File: config.mk
export PLATFORM = sky130hd
export DESIGN_NAME = irq_vec_ctrl
export DESIGN_NICKNAME = d
export VERILOG_FILES = /design/src/rtl/irq_vec_pkg.sv /design/src/rtl/irq_prio_pick.sv /design/src/rtl/irq_vec_ctrl.sv
export SDC_FILE = /design/constraint.sdc
export NUM_CORES = 1
export LEC_CHECK = 0
export ABC_AREA = 1
export BUFFER_PORTS_ARGS = -buffer_cell sky130_fd_sc_hd__buf_2
export CAP_MARGIN = 30
export CORE_MARGIN = 2
export CORE_UTILIZATION = 50
export CTS_CLUSTER_SIZE = 20
export DETAILED_ROUTE_END_ITERATION = 8
export HOLD_SLACK_MARGIN = 0.03
export PLACE_DENSITY_LB_ADDON = 0.12
export SYNTH_ARGS = -nofsm -noshare
export SYNTH_HDL_FRONTEND = slang
export SYNTH_HIERARCHICAL = 1
export SYNTH_SLANG_ARGS = --single-unit
File: constraint.sdc
create_clock -name clk -period 4.2 [get_ports clk]
set_input_delay 0 -clock clk [delete_from_list [all_inputs] [get_ports clk]]
set_output_delay 0 -clock clk [all_outputs]
set_load 0.005 [all_outputs]
File: src/rtl/irq_vec_pkg.sv
// Constants for the interrupt vectoring and sleep control block.
package irq_vec_pkg;
    // Register offsets on the plain register port.
    localparam logic [3:0] ADDR_SYS_EN = 4'h0;
    localparam logic [3:0] ADDR_SER0_EN = 4'h1;
    localparam logic [3:0] ADDR_SYS_FLAGS = 4'h2;
    localparam logic [3:0] ADDR_SER0_FLAGS = 4'h3;
    localparam logic [3:0] ADDR_SLEEP = 4'h4;
    localparam logic [3:0] ADDR_STATUS = 4'h5;
    localparam logic [3:0] ADDR_WDT_MODE = 4'h6;
    // System enable bit positions.
    localparam int EN_WDT = 0;
    localparam int EN_OSC = 1;
    localparam int EN_NMI = 4;
    localparam int EN_FLASH = 5;
    // System flag bit positions.
    localparam int FL_WDT = 0;
    localparam int FL_OSC = 1;
    localparam int FL_POR = 2;
    localparam int FL_RST = 3;
    localparam int FL_NMI = 4;
    // Implemented bit masks; unassigned positions do not exist.
    localparam logic [7:0] SYS_EN_MASK = 8'h33;
    localparam logic [7:0] SYS_FL_MASK = 8'h1f;
    localparam logic [7:0] SER0_MASK = 8'h0f;
    localparam logic [7:0] POR_FLAGS = 8'h04;
    // Vector word addresses.
    localparam logic [15:0] VEC_RESET = 16'hfffe;
    localparam logic [15:0] VEC_NMI = 16'hfffc;
    localparam logic [15:0] VEC_LOW = 16'hffc0;
    localparam logic [15:0] VEC_FREE_TOP = 16'hffde;
    localparam logic [15:0] LOADER_KEY_ADDR = 16'hffde;
    localparam logic [15:0] LOADER_OFF_KEY = 16'haa55;
    localparam logic [15:0] BLANK_WORD = 16'hffff;
    localparam logic [15:0] PERIPH_TOP = 16'h01ff;
    // Unused hole between RAM and boot memory; a fetch there resets.
    localparam logic [15:0] HOLE_LO = 16'h0a00;
    localparam logic [15:0] HOLE_END = 16'h0c00;
    // Priority numbers of the two fixed top sources and of the lowest maskable slot.
    localparam logic [4:0] PRI_RESET = 5'h1f;
    localparam logic [4:0] PRI_NMI = 5'h1e;
    localparam logic [4:0] PRI_MASKABLE_LOW = 5'h10;
    // Sleep level encodings in the sleep register.
    localparam logic [2:0] SLEEP_NONE = 3'h0;
    localparam logic [2:0] SLEEP_L0 = 3'h1;
    localparam logic [2:0] SLEEP_L1 = 3'h2;
    localparam logic [2:0] SLEEP_L2 = 3'h3;
    localparam logic [2:0] SLEEP_L3 = 3'h4;
    localparam logic [2:0] SLEEP_L4 = 3'h5;
    // Vector address for a priority slot 16..29.
    function automatic logic [15:0] vec_of(input logic [4:0] pri);
        vec_of = VEC_LOW + {10'h0, pri, 1'b0};
    endfunction : vec_of
endpackage : irq_vec_pkg

File: src/rtl/irq_prio_pick.sv
// Fixed priority picker over the maskable request lines.
`timescale 1ns/100ps
module irq_prio_pick
    import irq_vec_pkg::*;
#(
    parameter int N = 14
) (
    // Requests, bit i is priority 16+i
    input wire logic [N-1:0] req,
    // Result
    output logic any,
    output logic [4:0] pri
);
    initial begin
        if (N < 1 || N > 14) $error("irq_prio_pick: N out of range");
    end

    // Scan upward so the highest set bit wins.
    always_comb begin
        any = 1'b0;
        pri = PRI_MASKABLE_LOW;
        for (int i = 0; i < N; i++) begin
            if (req[i]) begin
                any = 1'b1;
                pri = PRI_MASKABLE_LOW + 5'(i);
            end
        end
    end
endmodule : irq_prio_pick

File: src/rtl/irq_vec_ctrl.sv
// Interrupt vectoring, reset sourcing and sleep control for the core.
// What this block does
// - Reset vector 0xFFFE, priority 31, shared by all reset causes.
// - Vectors occupy 0xFFFF down to 0xFFC0, each a 16-bit handler address.
// - Blank reset vector after power-up sends device into deepest sleep.
// - Pin NMI, oscillator fault, flash violation share 0xFFFC, priority 30.
// - Non-maskable group gated only by its own enables, not global enable.
// - Seven-channel timer: channel 0 at 0xFFFA, others at 0xFFF8.
// - Comparator 0xFFF6, watchdog 0xFFF4, three-channel timer 0xFFF2/0xFFF0.
// - Serial A0/B0 receive share 0xFFEE, transmit share 0xFFEC.
// - Converter 0xFFEA, 0xFFE8 unused, port 2 0xFFE6, port 1 0xFFE4.
// - Serial A1/B1 receive 0xFFE2 priority 17, transmit 0xFFE0 priority 16.
// - Slots 0xFFDE to 0xFFC0 unused, treated as ordinary code memory.
// - Key word 0xAA55 disables loader; zero blocks erase on bad password.
// - Fetch from 0x0000-0x01FF or unused ranges causes a reset.
// - Two-wire mode: B0 status on receive vector, data flags on transmit.
// - Watchdog enable works only in interval timer mode.
// - Watchdog flag set on overflow or key violation, cleared on power-on/pin reset.
// - Power-on, pin reset and pin NMI flags set by their causes.
// - Unassigned register bits are not implemented and read zero.
// - Sleep 0 stops CPU and main clock, auxiliary and sub-main run.
// - Sleep 1 also drops bias if unused; sleep 2 stops sub-main, keeps bias.
// - Sleep 3 stops bias too; sleep 4 also stops auxiliary clock and crystal.
// - Enabled interrupt wakes any sleep; return restores previous sleep level.
//
// Strobed register access was chosen for this implementation.
`timescale 1ns/100ps
module irq_vec_ctrl
    import irq_vec_pkg::*;
(
    // Clock and reset
    input wire logic clk,
    input wire logic rst_n,
    // Register port
    input wire logic [3:0] reg_addr,
    input wire logic [7:0] reg_wdata,
    input wire logic reg_wr,
    input wire logic reg_rd,
    output logic [7:0] reg_rdata,
    // Reset and non-maskable causes, one-cycle pulses except flash_violation, which is a level
    input wire logic power_up,
    input wire logic pin_reset,
    input wire logic pin_nmi,
    input wire logic osc_fault,
    input wire logic flash_violation,
    input wire logic flash_key_violation,
    input wire logic watchdog_overflow,
    // Maskable request levels from peripherals
    input wire logic timer7_ch0_req,
    input wire logic timer7_other_req,
    input wire logic comparator_flag,
    input wire logic timer3_ch0_req,
    input wire logic timer3_other_req,
    input wire logic ser_b0_status_req,
    input wire logic i2c_mode,
    input wire logic converter_flag,
    input wire logic [7:0] port2_pin_flags,
    input wire logic [7:0] port1_pin_flags,
    input wire logic ser_a1_rx_flag,
    input wire logic ser_b1_rx_flag,
    input wire logic ser_a1_tx_flag,
    input wire logic ser_b1_tx_flag,
    // Core side
    input wire logic gie,
    input wire logic irq_ack,
    input wire logic irq_return,
    input wire logic [15:0] fetch_addr,
    input wire logic fetch_valid,
    input wire logic [15:0] reset_vector_word,
    input wire logic [15:0] loader_key_word,
    output logic irq_req,
    output logic [15:0] irq_vector,
    output logic [4:0] irq_priority,
    output logic soft_clear,
    // Clock and power gating, loader key decode
    output logic cpu_off,
    output logic main_clk_off,
    output logic submain_clock_off,
    output logic aux_clk_off,
    output logic osc_bias_off,
    output logic crystal_off,
    output logic loader_disabled,
    output logic erase_on_bad_pw_blocked
);
    localparam int NMASK = 14;

    typedef struct packed {
        logic [7:0] sys_en;
        logic [7:0] ser0_en;
        logic [7:0] sys_flags;
        logic [7:0] ser0_flags;
        logic [2:0] sleep;
        logic [2:0] saved_sleep;
        logic in_handler;
        logic wdt_interval;
        logic osc_used;
        logic por_check;
        logic soft_clear;
        logic [7:0] rdata;
        logic irq_req;
        logic [15:0] vector;
        logic [4:0] prio;
    } state_t;

    state_t cur;
    state_t next_s;
    logic [NMASK-1:0] mreq;
    logic m_any;
    logic [4:0] m_pri;
    logic nmi_pend;
    logic [7:0] ser0_raw;

    // Two-wire routing.
    // In two-wire mode the B0 receive flag carries bus status events and its
    // transmit slot also carries received data.
    assign ser0_raw = cur.ser0_flags & cur.ser0_en;

    // Priority ordering.
    // Slot bit i maps to priority 16+i; bit 4 (priority 20) is never driven.
    always_comb begin
        mreq = '0;
        mreq[0] = ser_a1_tx_flag | ser_b1_tx_flag;
        mreq[1] = ser_a1_rx_flag | ser_b1_rx_flag;
        mreq[2] = |port1_pin_flags;
        mreq[3] = |port2_pin_flags;
        mreq[5] = converter_flag;
        mreq[6] = ser0_raw[1] | ser0_raw[3] | (i2c_mode & ser0_raw[2]);
        mreq[7] = ser0_raw[0] | (i2c_mode ? ser_b0_status_req : ser0_raw[2]);
        mreq[8] = timer3_other_req;
        mreq[9] = timer3_ch0_req;
        mreq[10] = cur.wdt_interval & cur.sys_en[EN_WDT] & cur.sys_flags[FL_WDT];
        mreq[11] = comparator_flag;
        mreq[12] = timer7_other_req;
        mreq[13] = timer7_ch0_req;
        mreq = gie ? mreq : '0;
    end

    irq_prio_pick #(.N(NMASK)) u_pick (
        .req(mreq),
        .any(m_any),
        .pri(m_pri)
    );

    assign nmi_pend = (cur.sys_flags[FL_NMI] & cur.sys_en[EN_NMI])
                    | (cur.sys_flags[FL_OSC] & cur.sys_en[EN_OSC])
                    | (flash_violation & cur.sys_en[EN_FLASH]);

    // Next-state logic for all registers of the block.
    always_comb begin
        next_s = cur;
        next_s.soft_clear = 1'b0;
        next_s.rdata = '0;
        next_s.por_check = 1'b0;
        // Register reads, unmapped addresses return zero.
        if (reg_rd) begin
            if (reg_addr == ADDR_SYS_EN) begin
                next_s.rdata = cur.sys_en;
            end else if (reg_addr == ADDR_SER0_EN) begin
                next_s.rdata = cur.ser0_en;
            end else if (reg_addr == ADDR_SYS_FLAGS) begin
                next_s.rdata = cur.sys_flags;
            end else if (reg_addr == ADDR_SER0_FLAGS) begin
                next_s.rdata = cur.ser0_flags;
            end else if (reg_addr == ADDR_SLEEP) begin
                next_s.rdata = {5'h0, cur.sleep};
            end else if (reg_addr == ADDR_STATUS) begin
                next_s.rdata = {2'h0, cur.saved_sleep, cur.in_handler, nmi_pend, m_any};
            end else if (reg_addr == ADDR_WDT_MODE) begin
                next_s.rdata = {6'h0, cur.osc_used, cur.wdt_interval};
            end
        end
        // Register writes; unassigned bits are masked away.
        if (reg_wr) begin
            if (reg_addr == ADDR_SYS_EN) begin
                next_s.sys_en = reg_wdata & SYS_EN_MASK;
            end else if (reg_addr == ADDR_SER0_EN) begin
                next_s.ser0_en = reg_wdata & SER0_MASK;
            end else if (reg_addr == ADDR_SYS_FLAGS) begin
                next_s.sys_flags = reg_wdata & SYS_FL_MASK;
            end else if (reg_addr == ADDR_SER0_FLAGS) begin
                next_s.ser0_flags = reg_wdata & SER0_MASK;
            end else if (reg_addr == ADDR_SLEEP) begin
                next_s.sleep = (reg_wdata[2:0] > SLEEP_L4) ? SLEEP_L4 : reg_wdata[2:0];
            end else if (reg_addr == ADDR_WDT_MODE) begin
                next_s.wdt_interval = reg_wdata[0];
                next_s.osc_used = reg_wdata[1];
            end
        end
        // Watchdog flag; the set wins over a software clear.
        if (pin_reset) begin
            next_s.sys_flags[FL_WDT] = 1'b0;
        end
        if (watchdog_overflow | flash_key_violation) begin
            next_s.sys_flags[FL_WDT] = 1'b1;
        end
        // Cause flags set by their events.
        if (pin_reset) begin
            next_s.sys_flags[FL_RST] = 1'b1;
        end
        if (pin_nmi) begin
            next_s.sys_flags[FL_NMI] = 1'b1;
        end
        if (osc_fault) begin
            next_s.sys_flags[FL_OSC] = 1'b1;
        end
        // Two-wire status latches the B0 receive flag.
        if (i2c_mode & ser_b0_status_req) begin
            next_s.ser0_flags[2] = 1'b1;
        end
        // Fetch outside code space forces a soft clear.
        if (fetch_valid && (fetch_addr <= PERIPH_TOP
                || (fetch_addr >= HOLE_LO && fetch_addr < HOLE_END))) begin
            next_s.soft_clear = 1'b1;
        end
        // Reset sources all funnel to the reset vector.
        if (pin_reset | flash_key_violation | next_s.soft_clear
                | (watchdog_overflow & ~cur.wdt_interval)) begin
            next_s.soft_clear = 1'b1;
            next_s.sleep = SLEEP_NONE;
            next_s.in_handler = 1'b0;
            next_s.sys_en = '0;
            next_s.ser0_en = '0;
        end
        // Power-up reset, then a blank check.
        if (power_up) begin
            next_s.sys_flags = POR_FLAGS;
            next_s.soft_clear = 1'b1;
            next_s.por_check = 1'b1;
            next_s.sleep = SLEEP_NONE;
        end
        // Blank reset vector goes to deepest sleep.
        if (cur.por_check && reset_vector_word == BLANK_WORD) begin
            next_s.sleep = SLEEP_L4;
        end
        // Vector selection, non-maskable group beats all maskable ones.
        next_s.irq_req = 1'b0;
        // A reset entry stays requested until the core takes it, so none is lost.
        if (cur.soft_clear || (cur.irq_req && cur.prio == PRI_RESET)) begin
            next_s.irq_req = 1'b1;
            next_s.vector = VEC_RESET;
            next_s.prio = PRI_RESET;
        end else if (nmi_pend) begin
            next_s.irq_req = 1'b1;
            next_s.vector = VEC_NMI;
            next_s.prio = PRI_NMI;
        end else if (m_any) begin
            next_s.irq_req = 1'b1;
            next_s.vector = vec_of(m_pri);
            next_s.prio = m_pri;
        end
        // Wake on grant, restore level on return.
        if (irq_ack & cur.irq_req) begin
            next_s.saved_sleep = cur.sleep;
            next_s.sleep = SLEEP_NONE;
            next_s.in_handler = 1'b1;
            next_s.irq_req = 1'b0;
            if (cur.prio == PRI_NMI && !pin_nmi) begin
                next_s.sys_flags[FL_NMI] = 1'b0;
            end
        end else if (irq_return & cur.in_handler) begin
            next_s.sleep = cur.saved_sleep;
            next_s.in_handler = 1'b0;
        end
    end

    // Single state register, cleared to run state with power-on flag.
    always_ff @(posedge clk or negedge rst_n) begin
        if (!rst_n) begin
            cur <= '{sys_flags: POR_FLAGS, default: '0};
        end else begin
            cur <= next_s;
        end
    end

    assign reg_rdata = cur.rdata;
    assign irq_req = cur.irq_req;
    assign irq_vector = cur.vector;
    assign irq_priority = cur.prio;
    assign soft_clear = cur.soft_clear;

    assign cpu_off = (cur.sleep != SLEEP_NONE);
    assign main_clk_off = (cur.sleep != SLEEP_NONE);
    assign submain_clock_off = (cur.sleep >= SLEEP_L2);
    assign aux_clk_off = (cur.sleep == SLEEP_L4);
    assign crystal_off = (cur.sleep == SLEEP_L4);
    assign osc_bias_off = (cur.sleep >= SLEEP_L3)
                        || (cur.sleep == SLEEP_L1 && !cur.osc_used);

    // Slots below 0xFFE0 carry no vectors, so the key word is plain memory.
    assign loader_disabled = (loader_key_word == LOADER_OFF_KEY);
    assign erase_on_bad_pw_blocked = ~|loader_key_word;

    // Assertions.
    property p_reset_vec;
        @(posedge clk) disable iff (!rst_n) cur.soft_clear |=> irq_req && irq_vector == VEC_RESET
            && irq_priority == PRI_RESET;
    endproperty
    a_reset_vec: assert property (p_reset_vec) else $error("reset vector wrong");
    property p_vec_range;
        @(posedge clk) disable iff (!rst_n) irq_req |-> irq_vector >= vec_of(PRI_MASKABLE_LOW);
    endproperty
    a_vec_range: assert property (p_vec_range) else $error("vector out of range");
    property p_blank;
        @(posedge clk) disable iff (!rst_n) power_up ##1 (reset_vector_word == BLANK_WORD)
            |=> cur.sleep == SLEEP_L4;
    endproperty
    a_blank: assert property (p_blank) else $error("blank vector not sleeping");
    property p_nmi;
        @(posedge clk) disable iff (!rst_n) (!cur.soft_clear && nmi_pend
            && !(irq_req && irq_priority == PRI_RESET)) |=> irq_vector == VEC_NMI;
    endproperty
    a_nmi: assert property (p_nmi) else $error("nmi vector wrong");
    property p_nmi_gie;
        @(posedge clk) disable iff (!rst_n) (!gie && !cur.soft_clear && !nmi_pend
            && !(irq_req && irq_priority == PRI_RESET)) |=> !irq_req;
    endproperty
    a_nmi_gie: assert property (p_nmi_gie) else $error("maskable passed gie");
    property p_wdt_mode;
        @(posedge clk) disable iff (!rst_n) !cur.wdt_interval |-> !mreq[10];
    endproperty
    a_wdt_mode: assert property (p_wdt_mode) else $error("watchdog irq in reset mode");
    property p_sleep4;
        @(posedge clk) disable iff (!rst_n) cur.sleep == SLEEP_L4 |-> aux_clk_off && crystal_off
            && osc_bias_off && submain_clock_off;
    endproperty
    a_sleep4: assert property (p_sleep4) else $error("sleep 4 clocks wrong");
    property p_restore;
        @(posedge clk) disable iff (!rst_n) (irq_return && cur.in_handler
            && !(irq_ack && irq_req)) |=> cur.sleep == $past(cur.saved_sleep);
    endproperty
    a_restore: assert property (p_restore) else $error("sleep not restored");
    property p_fetch;
        @(posedge clk) disable iff (!rst_n) (fetch_valid && fetch_addr <= PERIPH_TOP)
            |=> soft_clear;
    endproperty
    a_fetch: assert property (p_fetch) else $error("bad fetch no reset");
    c_nmi: cover property (@(posedge clk) disable iff (!rst_n) irq_req && irq_vector == VEC_NMI);
    c_wake: cover property (@(posedge clk) disable iff (!rst_n) cpu_off && irq_ack);
    c_mask: cover property (@(posedge clk) disable iff (!rst_n) irq_req && irq_priority < 5'h1e);
endmodule : irq_vec_ctrl

==> results of run 1 <==
==> synth_stat cells, drive strengths merged, types with 2 or more instances <==
cell type,n
nand2,124
inv,59
nor2,42
dfrtp,41
buf,32
o21ai,26
nand3,23
a21oi,16
nor4,9
nand4,7
nor3,6
a31oi,4
o31ai,4
o22ai,3
conb,2
or4,2
==> critical path, cell delays in order, from the launching register on <==
cell and delay, ps:
dfrtp_1 420, nand3_1 100, a31oi_1 110, inv_2 90, nand4_1 130, nor4_1 230
nand3_1 300, nor2_2 360, nand2_1 90, nand3_1 80
==> worst paths after layout <==
check,end,slack [ps],from
setup / recovery,irq_vector[2],2210,cur[43]
hold / removal,cur[53],20,pin_nmi
setup reg to reg,irq_vector[2],2210,cur[43]
hold reg to reg,cur[40],510,cur[40]
max in group asynchronous,reg_rdata[4],3240,rst_n
min in group asynchronous,cur[44],390,rst_n
==> sequential cells by signal, summed over array words and instances, names as in the netlist <==
signal      count
cur            27
irq_req         1
irq_vector      6
reg_rdata       7
soft_clear      1
==> through the flow <==
stage | area, um2 | power (uW) | instances | hold WS, ps
after floorplan | 2820 | 540 | 413 | -296
after global placement | 3320 | 618 | 582 | 180
after detailed placement | 3320 | 622 | 582 | 190
after CTS | 3550 | 897 | 604 | 30.6
after global routing | 3550 | 944 | 604 | 53.5
final | 3550 | 895 | 604 | 24.0
==> where the power goes <==
group | internal, uW | total, uW | switching [uW]
Combinational | 79.3 | 178 | 98.5
Sequential | 428 | 447 | 19.4
Clock | 133 | 270 | 138
Total | 640 | 895 | 255
==> area by class of cell <==
type,count,area (um2)
Clock buffer,7,86.3
Sequential cell,42,1050
Multi-Input combinational cell,279,1310
Clock inverter,1,5.00
Timing Repair Buffer,143,786
Tap cell,72,90.1
Fill cell,537,1920
Inverter,60,225
==> logic make-up after synthesis <==
| kind of cell | count (synthesis) | share of synthesized area (%) |
|---|---|---|
| AO/OA/AOI/OAI | 59 | 12.1 |
| flip-flops | 42 | 37.4 |
| AND/OR/NAND/NOR | 215 | 33.6 |
| other | 2 | 0.267 |
| buffers and inverters | 92 | 16.6 |
==> timing repair <==
action,in CTS,in global routing
hold buffers,14,0
hold endpoints to repair,57,0
buffers inserted,0,0
gates resized for setup,0,0
endpoints found under the setup margin,0,0
==> layer usage <==
layer	routed length [um]	track usage, %	up-vias
met4	119	7.93	0
met2	3500	43.2	125
met3	539	4.32	11
li1	-	-	1533
met1	3290	30.9	1300
met5	0	0	-
==> results.json, run 1 <==
{
  "area_growth_pct": 26.3,
  "rsz0062_at_grt": "no",
  "maxCapViolCount": 0,
  "ir_worst_vdd_mv": 0.144,
  "grt_use_total_pct": 24.7,
  "utilization_pct": 64.9,
  "cp_max_fo": 7,
  "antenna_found_initial": 0,
  "synthTopCellsByArea": "dfrtp_1 (36%), nand2_1 (16%), buf_4 (8.5%)",
  "status": "completed",
  "routed_wl_mm": 7.45,
  "yosysTopAreaCell": "dfrtp_1",
  "synth_cells": 410,
  "mostFrequentLayoutCells": "buf_2 (129), nand2_1 (119), inv_1 (55)",
  "hpwl_mm": 5.87,
  "io_pins": 142,
  "pre_cts_slack_ps": 2230,
  "synth_cell_types": 34,
  "h-tree-depth": 2,
  "die_w_um": 79.0,
  "first_pass_iters": 4,
  "numClockSinks": 42,
  "clk_pin_slew_ps": 80,
  "cts_buffer_depth": 2,
  "end_kind": "register",
  "tns_ps": 0,
  "insertion_delay_ps": 290,
  "slew_violations": 0,
  "synth_flop_cell": "dfrtp_1",
  "synth_edf_count": 0,
  "power.leakage_uw": 0.00190,
  "finClkSkew_ps": 2.71,
  "wl_per_cell_um": 12.3,
  "reg2reg_depth": 9,
  "start_util_pct": 51.4,
  "fin_nets": 634,
  "port_buffers": 129,
  "root_buffer": "clkbuf_8",
  "async_reset_ff_share_pct": 100,
  "synth_area_per_cell_um2": 6.86,
  "critPathLaunchType": "register",
  "grt_max_degree": 43,
  "avgViaCountPerCell": 4.92,
  "grt_pass1_wl_mm": 12.3,
  "cts_tree": "done",
  "post-route-period-util_pct": 47.4,
  "drt_iter0_drc": 144,
  "finalHoldViolCount": 0,
  "layout_setup_ws_ps": 2210,
  "final_common_cell": "buf_2",
  "core_area_um2": 5470,
  "criticalPathCategory": "register to register",
  "diodes": 0,
  "slew_headroom_pct": 37.2,
  "arrival_ps": 2220,
  "tightest_slew_ps": 942,
  "power_density_nw_per_um2": 252,
  "synth_area_um2": 2810,
  "hold_path_class": "input port to register",
  "yosys_warnings": 6,
  "drt_drc_violations_left": 0,
  "cts_buffers": 5,
  "grt_pass1_vias": 2833,
  "die_h_um": 79.0,
  "die-area_um2": 6240,
  "synth_seq_cells": 42,
  "drive_above_1_share_pct": 28.9,
  "required_ps": 4430,
  "place.gp.congestion": 0.965,
  "min_path_cells": 3,
  "antenna_left": 0,
  "ys_seq_area_share_pct": 37.4,
  "synth_top_area_share_pct": 36.5,
  "fin_crit_ps": 1990,
  "timing.fmax_ghz": 0.503,
  "num_vias": 2969,
  "row_count": 27,
  "grt-ovfl-total": 0,
  "setup_violations": 0
}
(Power assumes the default switching activity.)
==> run 2, diff against run 1 <==
--- a/config.mk
+++ b/config.mk
@@ -5,11 +5,11 @@
 export SDC_FILE = /design/constraint.sdc
 export NUM_CORES = 1
 export LEC_CHECK = 0
-export ABC_AREA = 1
+export ABC_AREA = 0
 export BUFFER_PORTS_ARGS = -buffer_cell sky130_fd_sc_hd__buf_2
 export CAP_MARGIN = 30
 export CORE_MARGIN = 2
-export CORE_UTILIZATION = 50
+export CORE_UTILIZATION = 46
 export CTS_CLUSTER_SIZE = 20
 export DETAILED_ROUTE_END_ITERATION = 8
 export HOLD_SLACK_MARGIN = 0.03
==> constraint.sdc (replaced) <==
create_clock -name clk -period 2.1 [get_ports clk]
set_input_delay 0 -clock clk [delete_from_list [all_inputs] [get_ports clk]]
set_output_delay 0 -clock clk [all_outputs]
set_load 0.005 [all_outputs]
==> results.json, run 2 <==
{
  "synth_seq_cells": 42,
  "cp_cell_sequence": "inv_1 -> nor3_1 -> nor2_1 -> nand2_1 -> nor3_2 -> nand4_1 -> mux2i_1 -> nor2_1 -> a21oi_1 -> a211oi_1",
  "ys_seq_area_share_pct": 39.2,
  "yosys_warnings": 6,
  "setup_violations": 0,
  "utilization_pct": 62.3,
  "clk_pin_slew_ps": 80,
  "synth_cell_types": 52,
  "fin_crit_ps": 1890,
  "synth_edf_count": 0,
  "insertion_delay_ps": 300,
  "ir_worst_vdd_mv": 0.390,
  "synth_top_area_share_pct": 38.2,
  "cp_max_fo": 5,
  "yosysTopAreaCell": "dfrtp_1",
  "power.leakage_uw": 0.00170,
  "required_ps": 2270,
  "hpwl_mm": 5.32,
  "diodes": 0,
  "avgViaCountPerCell": 5.16,
  "place.gp.congestion": 0.846,
  "routed_wl_mm": 6.74,
  "synth_area_um2": 2680,
  "layout.cells.non_filler": 493,
  "maxCapViolCount": 0,
  "yosys-top-cells-count": "dfrtp_1 (41), nor2_1 (34), buf_4 (33)",
  "grt_use_total_pct": 22.0,
  "synth.most_common_cell": "dfrtp_1",
  "cts_buffer_depth": 2,
  "port_buffers": 129,
  "slew_headroom_pct": 56.6,
  "criticalPathCategory": "register to register",
  "end_kind": "register",
  "finalHoldViolCount": 0,
  "core_area_um2": 5570,
  "largest_reg_flops": 27,
  "finClkSkew_ps": 6.87,
  "crit_family": "simple AND/OR/NAND/NOR gates",
  "synthTopCellsByArea": "dfrtp_1 (38%), buf_4 (9.2%), mux2i_1 (6.3%)",
  "cts_tree": "done",
  "post_cts_buffers": 0,
  "antenna_left": 0,
  "die-area_um2": 6460,
  "synth_flop_cell": "dfrtp_1",
  "antenna_found_initial": 0,
  "hp-start": "reg_wdata[0]",
  "power_uw": 1880,
  "hold_path_class": "input port to register",
  "first_pass_iters": 4,
  "timing.fmax_ghz": 0.529,
  "die_h_um": 80.4,
  "area_growth_pct": 29.4,
  "num_vias": 2544,
  "tightest_slew_ps": 651,
  "rsz0062_at_grt": "no",
  "start_util_pct": 48.1,
  "fin_nets": 523,
  "synth_cells": 300,
  "power_density_nw_per_um2": 541,
  "grt_pass1_vias": 2409,
  "cpMostUsedCell": "nor2_1",
  "slew_violations": 0,
  "startpoint": "cur[33]",
  "seqCellArea_um2": 1050,
  "crit_buf_inv": 1,
  "fillCellCount": 512,
  "largest_register": "cur",
  "row_count": 27,
  "h-tree-depth": 2,
  "pre_cts_slack_ps": 137,
  "post-route-period-util_pct": 90.0,
  "grt-ovfl-total": 0,
  "dpl.cell_count": 469,
  "io_pins": 142,
  "wl_per_cell_um": 13.7,
  "tns_ps": 0,
  "critPathLaunchType": "register",
  "async_reset_ff_share_pct": 100,
  "cpPeakStageDelay_ps": 400,
  "root_buffer": "clkbuf_8",
  "drt_drc_violations_left": 0,
  "drt_iter0_drc": 96,
  "arrival_ps": 2060,
  "final_common_cell": "buf_2",
  "grt_max_degree": 43,
  "r2r_setup_slack_ps": 210,
  "numClockSinks": 42,
  "synth_area_per_cell_um2": 8.94,
  "r2r-start": "cur[33]",
  "die_w_um": 80.4,
  "layout_setup_ws_ps": 209,
  "status": "completed",
  "cts_buffers": 5,
  "cp_slowest_cell": "dfrtp_1",
  "grt_pass1_wl_mm": 11.0,
  "multi_input_area_um2": 1340,
  "mostFrequentLayoutCells": "buf_2 (129), dfrtp_1 (41), nor2_1 (34)",
  "drive_above_1_share_pct": 38.5
}
==> run 2: path summary, 6_finish.rpt <==
path | endpoint | depth (start not counted)
worst min-delay path | cur[33] | 2
worst max register to register | reg_rdata[0] | 10
max in group asynchronous | cur[51] | 3
worst min register to register | irq_vector[1] | 2
min in group asynchronous | cur[49] | 3
worst max-delay path | reg_rdata[0] | 10
==> run 2: repair_timing <==
item | 4_1_cts | 5_1_grt
hold buffers | 15 | 0
setup endpoints to repair | 0 | 7
resized for setup | 0 | 1
endpoints found under the hold margin | 54 | 0
==> run 2: cell type report <==
type | count | share of cell area [%]
Clock inverter | 3 | 1.15
Multi-Input combinational cell | 213 | 38.6
Tap cell | 72 | 2.60
Sequential cell | 42 | 30.3
Clock buffer | 5 | 1.98
Timing Repair Buffer | 149 | 24.4
Inverter | 9 | 0.973
==> run 2: logic make-up (layout without fill, tap and decap cells) <==
| kind of cell | after synthesis | count (layout) | share of synthesized area, % |
|---|---|---|---|
| AOI/OAI and AO/OA | 56 | 56 | 13.2 |
| xor gates and xnor gates | 1 | 1 | 0.327 |
| buffers and inverters | 49 | 166 | 11.6 |
| DFF | 42 | 42 | 39.2 |
| muxes | 29 | 29 | 11.8 |
| other | 2 | 6 | 0.280 |
| and+or+nand+nor | 121 | 121 | 23.6 |
==> run 2: worst register-to-register path, cell delays in order (launching register included) <==
cell	delay, ps
dfrtp_1	400
inv_1	130
nor3_1	100
nor2_1	150
nand2_1	110
nor3_2	170
nand4_1	260
mux2i_1	210
nor2_1	50
a21oi_1	120
a211oi_1	80
==> run 2: power breakdown <==
group / switching, uW / total (uW) / internal [uW]
Clock: 281 / 632 / 350
Combinational: 175 / 358 / 183
Sequential: 34.5 / 888 / 853
Total: 491 / 1880 / 1390
==> run 2: per-layer routing <==
metal / global-route usage (%) / part of all wire, % / up-vias / wire (um)
met5: 0 / 0 / - / 0
met4: 5.93 / 0.40 / 0 / 27
met3: 4.04 / 6.9 / 2 / 465
met2: 37.8 / 49 / 103 / 3300
met1: 28.4 / 44 / 1163 / 2950
li1: - / - / 1276 / -
==> run 2: metrics by stage <==
stage | cell area [um2] | hold slack (ps)
floorplan | 2700 | -296
global placement | 3190 | 193
detailed placement | 3190 | 196
CTS | 3440 | 34.2
global route | 3470 | 48.2
finish | 3470 | 47.4
==> run 3, diff against run 2 <==
--- a/config.mk
+++ b/config.mk
@@ -13,7 +13,7 @@
 export CTS_CLUSTER_SIZE = 20
 export DETAILED_ROUTE_END_ITERATION = 8
 export HOLD_SLACK_MARGIN = 0.03
-export PLACE_DENSITY_LB_ADDON = 0.12
+export PLACE_DENSITY = 0.82
 export SYNTH_ARGS = -nofsm -noshare
 export SYNTH_HDL_FRONTEND = slang
 export SYNTH_HIERARCHICAL = 1
==> results.json, run 3 (synthesis results as in run 2) <==
{
  "layout.cells.non_filler": 494,
  "cp_max_fo": 4,
  "finClkSkew_ps": 11.4,
  "numClockSinks": 42,
  "ir_worst_vdd_mv": 0.397,
  "mostFrequentLayoutCells": "buf_2 (129), dfrtp_1 (41), nor2_1 (34)",
  "avgViaCountPerCell": 5.29,
  "insertion_delay_ps": 300,
  "post-route-period-util_pct": 93.4,
  "antenna_found_initial": 0,
  "num_vias": 2615,
  "cpPeakStageDelay_ps": 390,
  "criticalPathCategory": "register to register",
  "setup_violations": 0,
  "final_common_cell": "buf_2",
  "row_count": 27,
  "power_density_nw_per_um2": 521,
  "cell_internal_pwr_uw": 1300,
  "end_kind": "register",
  "clkPwrFrac_pct": 30.5,
  "largest_register": "cur",
  "required_ps": 2290,
  "hpwl_mm": 5.50,
  "start_util_pct": 48.1,
  "comb_power_share_pct": 20.1,
  "first_pass_iters": 4,
  "crit_buf_inv": 1,
  "drive_above_1_share_pct": 38.4,
  "dpl.cell_count": 469,
  "diodes": 0,
  "slew_violations": 0,
  "die_h_um": 80.4,
  "routed_wl_mm": 7.19,
  "cts_buffer_depth": 2,
  "cts_buffers": 5,
  "grt_pass1_wl_mm": 11.6,
  "slew_headroom_pct": 36.8,
  "hold_path_class": "input port to register",
  "tightest_slew_ps": 948,
  "h-tree-depth": 2,
  "cp_cell_sequence": "a22oi_1 -> a21oi_1 -> nor4_2 -> nand4_1 -> buf_4 -> or3_1",
  "clk_pin_slew_ps": 80,
  "area_growth_pct": 28.8,
  "fin_nets": 524,
  "timing.fmax_ghz": 0.510,
  "antenna_left": 0,
  "p_sw_uw": 501,
  "pwr-share-seq_pct": 49.4,
  "cts_tree": "done",
  "die_w_um": 80.4,
  "root_buffer": "clkbuf_8",
  "die-area_um2": 6460,
  "drt_iter0_drc": 161,
  "grt_use_total_pct": 23.4,
  "power.leakage_uw": 0.00169,
  "finalHoldViolCount": 0,
  "wl_per_cell_um": 14.5,
  "cp_slowest_cell": "dfrtp_1",
  "grt_max_degree": 43,
  "largest_reg_flops": 27,
  "switching_share_pct": 27.8,
  "fin_crit_ps": 1960,
  "drt_drc_violations_left": 0,
  "maxCapViolCount": 0,
  "critPathLaunchType": "register",
  "core_area_um2": 5570,
  "status": "completed",
  "port_buffers": 129,
  "timing.hold.ws_ps": 66.6,
  "grt_pass1_vias": 2542,
  "place.gp.congestion": 0.900,
  "io_pins": 142,
  "arrival_ps": 2150,
  "grt-ovfl-total": 0,
  "crit_family": "simple AND/OR/NAND/NOR gates"
}
run 3: area by class of cell:
type / count / area [um2]
clock buffers: 6 / 82.6
clock inverters: 2 / 12.5
fillers: 509 / 2120
inverters: 9 / 33.8
multi-input cells: 213 / 1340
flip-flops and latches: 42 / 1050
well taps: 72 / 90.1
repair buffers: 150 / 843
run 3: worst paths after layout:
check                                 end   startpoint  cells after the start  slack [ps]
max                        irq_vector[14]      cur[44]                      6         140
min                          reg_rdata[0]  reg_addr[2]                      2          70
max reg2reg                irq_vector[14]      cur[44]                      6         140
min reg2reg                 irq_vector[1]   soft_clear                      2         490
max in group asynchronous   irq_vector[4]        rst_n                      2        1130
min in group asynchronous         cur[41]        rst_n                      2         390
run 3: metal layers:
layer	global-route usage, %	vias up	routed length (um)
li1	-	1275	-
met1	28.1	1233	2840
met2	42.0	103	3790
met3	5.06	4	511
met4	6.10	0	51
met5	0	-	0
run 3: worst reg2reg max path: cells and delay by family, from the launching register on:
family                 cells  cell delay (ps)
AOI/OAI and AO/OA          2              380
DFF                        1              390
and+or+nand+nor            3              870
buffers and inverters      1              210
run 3: what timing repair did:
action	4_1_cts	5_1_grt
gates resized for setup	0	1
buffers inserted	0	1
hold buffers	16	0
setup endpoints to repair	0	6
hold endpoints to repair	55	0
run 3: through the flow:
step	util [%]	setup WS, ps	instance area (um2)	setup TNS [ps]	power [uW]
2_1_floorplan	-	299	2700	0	1080
3_5_place_dp	57.1	134	3190	0	1240
5_1_grt	62.0	-23.2	3450	-34.3	1900
3_3_place_gp	57.1	175	3190	0	1220
6_report	62.0	138	3450	0	1800
4_1_cts	61.7	105	3440	0	1800
run 3: power by group through the flow:
stage	combinational (uW)	clock, uW	sequential, uW
2_1_floorplan	187	0	894
3_3_place_gp	325	0	900
3_5_place_dp	334	0	904
4_1_cts	359	554	889
5_1_grt	406	599	895
6_report	362	550	889
